File: src/core/mrs_pkg.sv
package mrs_pkg;

    // Register byte offsets on the APB window
    localparam logic [11:0] REG_STRAP_OFS   = 12'h000;
    localparam logic [11:0] REG_CTRL_OFS    = 12'h004;
    localparam logic [11:0] REG_STAT_OFS    = 12'h008;

    // Strap status register: fixed bits and their values
    localparam logic [7:0]  STRAP_FIXED_MASK = 8'hFC;
    localparam logic [7:0]  STRAP_FIXED_VAL  = 8'hE4;
    localparam int          STRAP_HI_BIT     = 1;
    localparam int          STRAP_LO_BIT     = 0;

    // Control register fields and reset value
    localparam int          CTRL_RAM_EN_BIT  = 0;
    localparam logic [7:0]  CTRL_RESET       = 8'h01;

    // Status register fields
    localparam int          STAT_CAUSE_EXT_BIT = 0;
    localparam int          STAT_MODE_LO_BIT   = 1;
    localparam int          STAT_RUN_BIT       = 3;

    // Address map of the smallest variant
    localparam logic [15:0] ROM_HI_ADDR     = 16'h7FFF;
    localparam logic [15:0] RSV_LO_ADDR     = 16'hF780;
    localparam logic [15:0] RAM_LO_ADDR     = 16'hFB80;
    localparam logic [15:0] RAM_HI_ADDR     = 16'hFF7F;
    localparam logic [15:0] EXT_WIN_LO_ADDR = 16'hFF80;
    localparam logic [15:0] EXT_WIN_HI_ADDR = 16'hFF87;
    localparam logic [15:0] REG_LO_ADDR     = 16'hFF88;
    localparam logic [15:0] RESET_VEC_ADDR  = 16'h0000;

    // Strap codes {strap_hi, strap_lo}
    localparam logic [1:0]  MODE_EXP_NOROM  = 2'h1;
    localparam logic [1:0]  MODE_EXP_ROM    = 2'h2;
    localparam logic [1:0]  MODE_SINGLE     = 2'h3;

    // Watchdog reset pulse length in system clocks
    localparam int          WDT_PULSE_CLKS  = 518;

    typedef enum logic [2:0] {
        ST_EXT_HOLD,
        ST_WDT_HOLD,
        ST_INIT,
        ST_VEC_FETCH,
        ST_RUN
    } mrs_state_t;

    typedef struct packed {
        logic        psel;
        logic        penable;
        logic        pwrite;
        logic [11:0] paddr;
        logic [31:0] pwdata;
    } mrs_apb_req_t;

    typedef struct packed {
        logic        pready;
        logic        pslverr;
        logic [31:0] prdata;
    } mrs_apb_rsp_t;

endpackage

File: src/core/mrs_mode_reset_seq.sv
`timescale 1ns/100ps
module mrs_mode_reset_seq #(
    parameter int WDT_PULSE_CLKS = mrs_pkg::WDT_PULSE_CLKS
) (
    // Clock and reset
    input  wire logic                  clk_sys,
    input  wire logic                  sys_rst,
    // APB slave
    input  wire mrs_pkg::mrs_apb_req_t apbReq,
    output      mrs_pkg::mrs_apb_rsp_t apbRsp,
    // Board pins and watchdog
    input  wire logic                  sysRstInN,
    input  wire logic                  strapHi,
    input  wire logic                  strapLo,
    input  wire logic                  wdtRstReq,
    // CPU reset and vector fetch
    output      logic                  cpuHold,
    output      logic                  periphRst,
    output      logic                  condImaskSet,
    output      logic                  vecReq,
    output      logic [15:0]           vecAddr,
    input  wire logic                  vecAck,
    input  wire logic [15:0]           vecData,
    output      logic                  pcLoad,
    output      logic [15:0]           pcValue,
    // Interrupt acceptance
    input  wire logic                  instrEnd,
    input  wire logic                  instrIsFlagOp,
    input  wire logic                  seqEnd,
    input  wire logic                  irqReq,
    input  wire logic                  nmiReq,
    input  wire logic                  cpuImask,
    output      logic                  irqTake,
    output      logic                  irqTakeNmi,
    // Address decode
    input  wire logic [15:0]           cpuAddr,
    output      logic                  selRom,
    output      logic                  selRam,
    output      logic                  selReg,
    output      logic                  selExt
);

    localparam int CW = $clog2(WDT_PULSE_CLKS + 1);
    localparam logic [CW-1:0] WDT_LAST = CW'(WDT_PULSE_CLKS - 1);

    mrs_pkg::mrs_state_t state_q;
    mrs_pkg::mrs_state_t state_d;

    logic [2:0]    rstSync_q;
    logic          rstPinHigh_q;
    logic [2:0]    hiSync_q;
    logic [2:0]    loSync_q;
    logic          hiStable_q;
    logic          loStable_q;
    logic [1:0]    strapRd_q;
    logic [1:0]    mode_q;
    logic [7:0]    ctrl_q;
    logic          causeExt_q;
    logic [CW-1:0] wdtCnt_q;
    logic [31:0]   prdata_q;
    logic          pcLoad_q;
    logic [15:0]   pcValue_q;
    logic          firstDone_q;

    // Reset pin and straps: three flops, a change counts once stages 2 and 3 agree
    always_ff @(posedge clk_sys) begin
        if (sys_rst) begin
            rstSync_q <= 3'h0;
            hiSync_q  <= 3'h0;
            loSync_q  <= 3'h0;
        end else begin
            rstSync_q <= {rstSync_q[1:0], sysRstInN};
            hiSync_q  <= {hiSync_q[1:0], strapHi};
            loSync_q  <= {loSync_q[1:0], strapLo};
        end
    end

    always_ff @(posedge clk_sys) begin
        if (sys_rst) begin
            rstPinHigh_q <= 1'b0;
            hiStable_q   <= 1'b0;
            loStable_q   <= 1'b0;
        end else begin
            if (rstSync_q[1] == rstSync_q[2]) begin
                rstPinHigh_q <= rstSync_q[2];
            end
            if (hiSync_q[1] == hiSync_q[2]) begin
                hiStable_q <= hiSync_q[2];
            end
            if (loSync_q[1] == loSync_q[2]) begin
                loStable_q <= loSync_q[2];
            end
        end
    end

    wire extRstActive = ~rstPinHigh_q;
    wire inWdt        = (state_q == mrs_pkg::ST_WDT_HOLD);
    wire inRun        = (state_q == mrs_pkg::ST_RUN);
    wire wdtDone      = inWdt && (wdtCnt_q == WDT_LAST);

    // Reset sequencer; the pin wins over everything, the watchdog over running code
    always_comb begin
        state_d = state_q;
        if (extRstActive) begin
            state_d = mrs_pkg::ST_EXT_HOLD;
        end else begin
            unique case (state_q)
                mrs_pkg::ST_EXT_HOLD: begin
                    state_d = mrs_pkg::ST_INIT;
                end
                mrs_pkg::ST_WDT_HOLD: begin
                    if (wdtDone) begin
                        state_d = mrs_pkg::ST_INIT;
                    end
                end
                mrs_pkg::ST_INIT: begin
                    state_d = mrs_pkg::ST_VEC_FETCH;
                end
                mrs_pkg::ST_VEC_FETCH: begin
                    if (wdtRstReq) begin
                        state_d = mrs_pkg::ST_WDT_HOLD;
                    end else if (vecAck) begin
                        state_d = mrs_pkg::ST_RUN;
                    end
                end
                mrs_pkg::ST_RUN: begin
                    if (wdtRstReq) begin
                        state_d = mrs_pkg::ST_WDT_HOLD;
                    end
                end
                default: begin
                    state_d = mrs_pkg::ST_EXT_HOLD;
                end
            endcase
        end
    end

    always_ff @(posedge clk_sys) begin
        if (sys_rst) begin
            state_q <= mrs_pkg::ST_EXT_HOLD;
        end else begin
            state_q <= state_d;
        end
    end

    // Pulse width counter; restarts whenever the hold is entered
    always_ff @(posedge clk_sys) begin
        if (sys_rst || !inWdt) begin
            wdtCnt_q <= '0;
        end else if (!wdtDone) begin
            wdtCnt_q <= wdtCnt_q + CW'(1);
        end
    end

    // Reset cause and mode capture; mode is taken once per reset exit
    always_ff @(posedge clk_sys) begin
        if (sys_rst) begin
            causeExt_q <= 1'b1;
            mode_q     <= mrs_pkg::MODE_SINGLE;
        end else begin
            if (state_d == mrs_pkg::ST_EXT_HOLD) begin
                causeExt_q <= 1'b1;
            end else if (state_d == mrs_pkg::ST_WDT_HOLD) begin
                causeExt_q <= 1'b0;
            end
            if (state_q == mrs_pkg::ST_INIT) begin
                mode_q <= {hiStable_q, loStable_q};
            end
        end
    end

    // Reset outputs and vector fetch
    assign periphRst    = (state_q == mrs_pkg::ST_EXT_HOLD) || inWdt;
    assign cpuHold      = !inRun;
    assign condImaskSet = (state_q == mrs_pkg::ST_INIT);
    assign vecReq       = (state_q == mrs_pkg::ST_VEC_FETCH) && !extRstActive;
    assign vecAddr      = mrs_pkg::RESET_VEC_ADDR;

    always_ff @(posedge clk_sys) begin
        if (sys_rst) begin
            pcLoad_q  <= 1'b0;
            pcValue_q <= 16'h0000;
        end else begin
            pcLoad_q <= vecReq && vecAck && !wdtRstReq;
            if (vecReq && vecAck) begin
                pcValue_q <= vecData;
            end
        end
    end

    assign pcLoad  = pcLoad_q;
    assign pcValue = pcValue_q;

    // Interrupt acceptance; only RUN boundaries count, and a sequence end
    // before the first instruction has finished admits nothing, so the
    // instruction that sets up the stack always runs
    always_ff @(posedge clk_sys) begin
        if (sys_rst || !inRun) begin
            firstDone_q <= 1'b0;
        end else if (instrEnd) begin
            firstDone_q <= 1'b1;
        end
    end

    wire boundary   = instrEnd || seqEnd;
    wire flagBlock  = instrEnd && instrIsFlagOp;
    wire rstPending = extRstActive || wdtRstReq;
    wire firstOk    = firstDone_q || instrEnd;
    wire canTake    = inRun && boundary && !flagBlock && !rstPending && firstOk;

    assign irqTakeNmi = canTake && nmiReq;
    assign irqTake    = canTake && (nmiReq || (irqReq && !cpuImask));

    // Address decode
    wire expanded = (mode_q != mrs_pkg::MODE_SINGLE);
    wire ramEn    = ctrl_q[mrs_pkg::CTRL_RAM_EN_BIT];
    wire inRam    = (cpuAddr >= mrs_pkg::RAM_LO_ADDR) && (cpuAddr <= mrs_pkg::RAM_HI_ADDR);
    wire inWin    = (cpuAddr >= mrs_pkg::EXT_WIN_LO_ADDR) && (cpuAddr <= mrs_pkg::EXT_WIN_HI_ADDR);
    wire inRsv    = (cpuAddr >= mrs_pkg::RSV_LO_ADDR) && (cpuAddr < mrs_pkg::RAM_LO_ADDR);
    wire inRomRng = (cpuAddr <= mrs_pkg::ROM_HI_ADDR);

    assign selReg = (cpuAddr >= mrs_pkg::REG_LO_ADDR);
    assign selRam = inRam && (ramEn || !expanded);
    assign selRom = inRomRng && (mode_q != mrs_pkg::MODE_EXP_NOROM);
    assign selExt = expanded && !selReg && !selRam && !selRom && !inRsv
                    && (inWin || inRam || !inRsv);

    // APB slave: zero wait states, read data captured in the setup cycle
    wire        apbSetup = apbReq.psel && !apbReq.penable;
    wire        apbWrEdge = apbReq.psel && apbReq.penable && apbReq.pwrite;
    wire        hitStrap = (apbReq.paddr == mrs_pkg::REG_STRAP_OFS);
    wire        hitCtrl  = (apbReq.paddr == mrs_pkg::REG_CTRL_OFS);
    wire        hitStat  = (apbReq.paddr == mrs_pkg::REG_STAT_OFS);
    wire        strapRead = apbSetup && !apbReq.pwrite && hitStrap;
    wire [1:0]  strapNow = {hiStable_q, loStable_q};
    wire [7:0]  strapWord = (mrs_pkg::STRAP_FIXED_VAL & mrs_pkg::STRAP_FIXED_MASK)
                            | {6'h00, strapNow};
    wire [7:0]  statWord = {4'h0, inRun, mode_q, causeExt_q};
    wire [31:0] rdMux = hitStrap ? {24'h000000, strapWord} :
                        hitCtrl  ? {24'h000000, ctrl_q} :
                        hitStat  ? {24'h000000, statWord} : 32'h00000000;

    always_ff @(posedge clk_sys) begin
        if (sys_rst) begin
            prdata_q  <= 32'h00000000;
            strapRd_q <= 2'h0;
        end else if (apbSetup) begin
            prdata_q <= apbReq.pwrite ? 32'h00000000 : rdMux;
            if (strapRead) begin
                strapRd_q <= strapNow;
            end
        end
    end

    // Only the RAM enable is writable; strap and status writes are dropped
    always_ff @(posedge clk_sys) begin
        if (sys_rst || periphRst) begin
            ctrl_q <= mrs_pkg::CTRL_RESET;
        end else if (apbWrEdge && hitCtrl) begin
            ctrl_q <= {7'h00, apbReq.pwdata[mrs_pkg::CTRL_RAM_EN_BIT]};
        end
    end

    assign apbRsp.pready  = 1'b1;
    assign apbRsp.pslverr = apbReq.psel && apbReq.penable && !(hitStrap || hitCtrl || hitStat);
    assign apbRsp.prdata  = prdata_q;

    // Checks
    a_strap_fixed: assert property (@(posedge clk_sys)
        disable iff (sys_rst)
        (apbSetup && !apbReq.pwrite && hitStrap) |=> (prdata_q[7:2] == 6'h39))
        else $error("strap reserved bits read wrong");

    a_strap_latch: assert property (@(posedge clk_sys)
        disable iff (sys_rst)
        strapRead |=> (prdata_q[1:0] == $past(strapNow)) && (strapRd_q == $past(strapNow)))
        else $error("strap read did not return pin levels");

    a_strap_nowrite: assert property (@(posedge clk_sys)
        disable iff (sys_rst)
        (apbWrEdge && hitStrap) |=> $stable(ctrl_q))
        else $error("write to strap register changed state");

    a_pin_priority: assert property (@(posedge clk_sys)
        disable iff (sys_rst)
        extRstActive |=> (state_q == mrs_pkg::ST_EXT_HOLD) && periphRst && !irqTake)
        else $error("reset pin did not take priority");

    a_pin_exit: assert property (@(posedge clk_sys)
        disable iff (sys_rst)
        ((state_q == mrs_pkg::ST_EXT_HOLD) && !extRstActive) |=>
            condImaskSet ##1 (vecReq || extRstActive))
        else $error("reset exit sequence wrong");

    logic [9:0] wdtSeen_q;
    always_ff @(posedge clk_sys) begin
        if (sys_rst || !inWdt) begin
            wdtSeen_q <= 10'h000;
        end else begin
            wdtSeen_q <= wdtSeen_q + 10'h001;
        end
    end

    a_wdt_width: assert property (@(posedge clk_sys)
        disable iff (sys_rst)
        ($fell(inWdt) && (state_q == mrs_pkg::ST_INIT)) |->
            ($past(wdtSeen_q) == 10'(WDT_PULSE_CLKS - 1)))
        else $error("watchdog reset width wrong");

    a_vec_load: assert property (@(posedge clk_sys)
        disable iff (sys_rst)
        (vecReq && vecAck && !wdtRstReq) |=> pcLoad && (pcValue == $past(vecData)) && inRun)
        else $error("vector not loaded into PC");

    a_flag_block: assert property (@(posedge clk_sys)
        disable iff (sys_rst)
        (instrEnd && instrIsFlagOp) |-> !irqTake && !irqTakeNmi)
        else $error("interrupt taken after flag op");

    a_irq_boundary: assert property (@(posedge clk_sys)
        disable iff (sys_rst)
        irqTake |-> inRun && (instrEnd || seqEnd) && $past(inRun))
        else $error("interrupt outside a run boundary");

    a_first_instr: assert property (@(posedge clk_sys)
        disable iff (sys_rst)
        (seqEnd && !instrEnd && !firstDone_q) |-> !irqTake && !irqTakeNmi)
        else $error("interrupt taken before first instruction");

    a_ram_decode: assert property (@(posedge clk_sys)
        disable iff (sys_rst)
        inRam |-> (selRam != (expanded && !ramEn)) && (selExt == (expanded && !ramEn)))
        else $error("RAM range decode wrong");

endmodule

File: config.mk
export PLATFORM = sky130hd
export DESIGN_NAME = mrs_mode_reset_seq
export DESIGN_NICKNAME = d
export VERILOG_FILES = /design/src/core/mrs_pkg.sv /design/src/core/mrs_mode_reset_seq.sv
export SDC_FILE = /design/constraint.sdc
export NUM_CORES = 1
export LEC_CHECK = 0
export ABC_AREA = 1
export BUFFER_PORTS_ARGS = -buffer_cell sky130_fd_sc_hd__clkbuf_2
export CORE_ASPECT_RATIO = 1.1
export CORE_MARGIN = 3
export CORE_UTILIZATION = 46
export DETAILED_ROUTE_END_ITERATION = 16
export GPL_TIMING_DRIVEN = 1
export PLACE_DENSITY_LB_ADDON = 0.15
export SYNTH_ARGS = -nofsm -noshare
export SYNTH_HDL_FRONTEND = slang
export SYNTH_SLANG_ARGS = --single-unit
File: constraint.sdc
create_clock -name clk_sys -period 2.6 [get_ports clk_sys]
set_clock_uncertainty 0.1 [all_clocks]
set_input_delay 0.39 -clock clk_sys [delete_from_list [all_inputs] [get_ports clk_sys]]
set_output_delay 0.39 -clock clk_sys [all_outputs]
set_load 0.01 [all_outputs]
==> impl_metrics.py <==
metrics = {
    "yosys": {
        "synth_area_per_cell_um2": 7.09,
        "synth_async_sr_flop_share_pct": 0,
        "netlist.area_leader.share_pct": 39.4,
        "ys_types": 30,
        "yosys.area.top_type": "dfxtp_1",
        "synth-seq-cells": 52,
        "postSynthCellCount": 373,
        "synth_commonest_cells": "60 x nand2_1, 53 x nor2_1, 52 x dfxtp_1",
        "synth_ff_type": "dfxtp_1",
        "ys_seq_area_share_pct": 39.4,
        "yosysWarnings": 0,
        "ys_top_cells_by_area": "dfxtp_1 39%, buf_4 13%, nand2_1 8.5%",
        "synth_area_um2": 2650,
        "synth_edf_count": 0,
        "yosys.cell_count.top_type": "nand2_1",
    },
    "detailed_routing": {
        "routedWlPerCell_um": 10.8,
        "drtIter0Drc": 79,
        "via_count": 2466,
        "wirelength_mm": 5.78,
        "drc": 0,
        "dr.pass1.iters": 4,
        "viasPerCell": 4.59,
        "postRouteAntennaNets": 0,
    },
    "setup_path": {
        "crit_path_start_kind": "register",
        "critPathRequiredTime_ns": 2.11,
        "path_class": "reg -> out",
        "crit_path_end_kind": "primary output",
        "worstPathArrival_ns": 1.57,
        "crit_path_start": "state_q[0]$_SDFF_PP0_",
        "worstPathMaxFanout": 6,
        "r2r_start": "state_q[0]$_SDFF_PP0_",
    },
    "cells_and_area": {
        "final_nets": 555,
        "fin_cells": 537,
        "final_cell_area_um2": 3120,
        "antenna_cells": 0,
        "area_growth_pct": 18.0,
        "fillers": 558,
        "drive_gt1_share_pct": 24.2,
    },
    "global_routing": {
        "grt_usage_pct": 17.1,
        "overflow": 0,
        "antenna_found_initial": 0,
        "grt_max_degree": 25,
        "grt_pass1_wl_mm": 9.40,
        "grt_pass1_vias": 2237,
    },
    "floorplan": {
        "initial_core_util_pct": 48.4,
        "ios": 169,
        "dieArea_um2": 6700,
        "die_y_um": 85.5,
        "fp-row-count": 28,
        "dieWidth_um": 78.3,
        "core-area_um2": 5470,
    },
    "power": {
        "ir_worst_vdd_v": 0.000307,
        "leakagePower_nw": 1.49,
        "powerDensity_nw_per_um2": 483,
        "pwr-share-comb_pct": 7.7,
        "intPower_mw": 1.18,
        "power_frac_seq_pct": 53.3,
        "switching_power_mw": 0.326,
        "clockPowerShare_pct": 39.1,
        "swShare_pct": 21.6,
    },
    "sta": {
        "fin_tns_setup_ns": 0,
        "setup_viol": 0,
        "slew-limit-headroom_pct": 65.7,
        "rsz0062_at_grt": "false",
        "worst_slew_pin_slew_ns": 0.515,
        "drv_slew": 0,
        "post-route-period-util_pct": 79.4,
        "finalHoldViolCount": 0,
        "whs_ns": 0.176,
        "max_freq_ghz": 0.484,
        "layout_min_cycle_time_ns": 2.06,
    },
    "clocking": {
        "tritoncts": "built",
        "numCtsBuffers": 5,
        "htreeDepth": 2,
        "cts_hold_buf": 0,
        "clk_pin_slew_worst_paths_ns": 0.09,
        "root_buffer": "clkbuf_8",
        "insertion_delay_ns": 0.30,
        "postCtsSetupBuffers": 0,
        "cts_buffer_depth": 2,
        "cts-resized-gates": 0,
        "cts_sinks": 52,
    },
    "placed_design": {
        "dpl.hpwl_mm": 4.55,
        "port_buffers": 92,
        "finalWeightedCongestion": 0.816,
        "placed_cells": 529,
        "place_area_um2": 3000,
    },
    "flow_run": {
        "drv_cap": 0,
    },
    "worst_hold_path": {
        "worstHoldPathType": "in -> reg",
        "hp-start": "sysRstInN",
    },
    "status": {
        "outcome": "complete, no violations",
    },
}
==> area by class of cell <==
cell class / instances / area (µm²) / area share (%)
repair buffers: 94 / 475 / 15.2
inverters: 38 / 143 / 4.57
clock buffers: 7 / 96.3 / 3.09
clock inverters: 1 / 30.0 / 0.962
well taps: 75 / 93.8 / 3.01
flip-flops and latches: 52 / 1040 / 33.3
multi-input cells: 270 / 1240 / 39.8
==> layer usage <==
metal	GRT usage, %	share of wire (%)	up-vias
li1	-	-	1290
met1	20.7	44	1072
met2	29.1	46	99
met3	5.04	9.4	5
met4	5.41	0.86	0
met5	0	0	-
==> power groups by stage <==
stage	clock network, mW	registers (mW)	logic (mW)
2_1_floorplan	0	0.822	0.107
3_3_place_gp	0	0.822	0.114
3_5_place_dp	0	0.823	0.115
4_1_cts	0.608	0.804	0.115
5_1_grt	0.641	0.805	0.131
6_report	0.589	0.804	0.116
==> registers in the layout, indices dropped and copies added, names as in the netlist <==
| signal | flops |
|---|---|
| wdtCnt_q | 10 |
| rstPinHigh_q | 1 |
| rstSync_q | 3 |
| hiStable_q | 1 |
| prdata_q | 5 |
| loStable_q | 1 |
| pcValue | 16 |
| mode_q | 2 |
| causeExt_q | 1 |
| state_q | 3 |
| loSync_q | 3 |
| pcLoad | 1 |
| ctrl_q | 1 |
| hiSync_q | 3 |
| firstDone_q | 1 |
==> logic make-up after synthesis <==
kind of cell | share of synthesized area, %
XOR/XNOR | 0.994
adder cells (fa/ha/maj) | 0.946
AND/OR/NAND/NOR | 27.4
buffers and inverters | 19.3
AO/OA/AOI/OAI | 11.7
other | 0.284
flip-flops | 39.4
==> final timing paths <==
check | endpoint | slack (ns) | cells past startpoint
max | irqTake | 0.54 | 6
min | rstSync_q[0]$_SDFF_PP0_ | 0.18 | 3
max reg2reg | pcValue[11]$_SDFFE_PP0P_ | 0.94 | 5
min reg2reg | rstSync_q[1]$_SDFF_PP0_ | 0.31 | 2
==> cells in the final DEF, fill, tap and decap left out, drive strengths merged, types with 2 or more instances in the layout <==
| cell type | instances |
|---|---|
| o31ai | 2 |
| a211oi | 2 |
| a21oi | 37 |
| o21ai | 8 |
| nand3 | 31 |
| nor3 | 7 |
| nor2 | 56 |
| buf | 2 |
| nand4 | 6 |
| nand2 | 64 |
| dfxtp | 52 |
| inv | 38 |
| conb | 42 |
| xnor2 | 2 |
| clkbuf | 99 |
| ha | 2 |
| o211ai | 5 |
==> metrics by stage <==
stage / utilization (%) / power [mW] / worst slack, ns
2_1_floorplan: - / 0.929 / 0.934
3_3_place_gp: 54.8 / 0.936 / 0.725
3_5_place_dp: 54.8 / 0.938 / 0.727
4_1_cts: 57.1 / 1.53 / 0.510
5_1_grt: 57.1 / 1.58 / 0.342
6_report: 57.1 / 1.51 / 0.535
==> worst max-delay path, stage by stage (launching register included) <==
cell and delay (ns):
dfxtp_1 0.37, nor2_1 0.18, nand2_1 0.20, nor2_1 0.14, o2111ai_1 0.14, nor2_1 0.11
clkbuf_2 0.14
No activity file was read; power rests on OpenSTA's default activity.
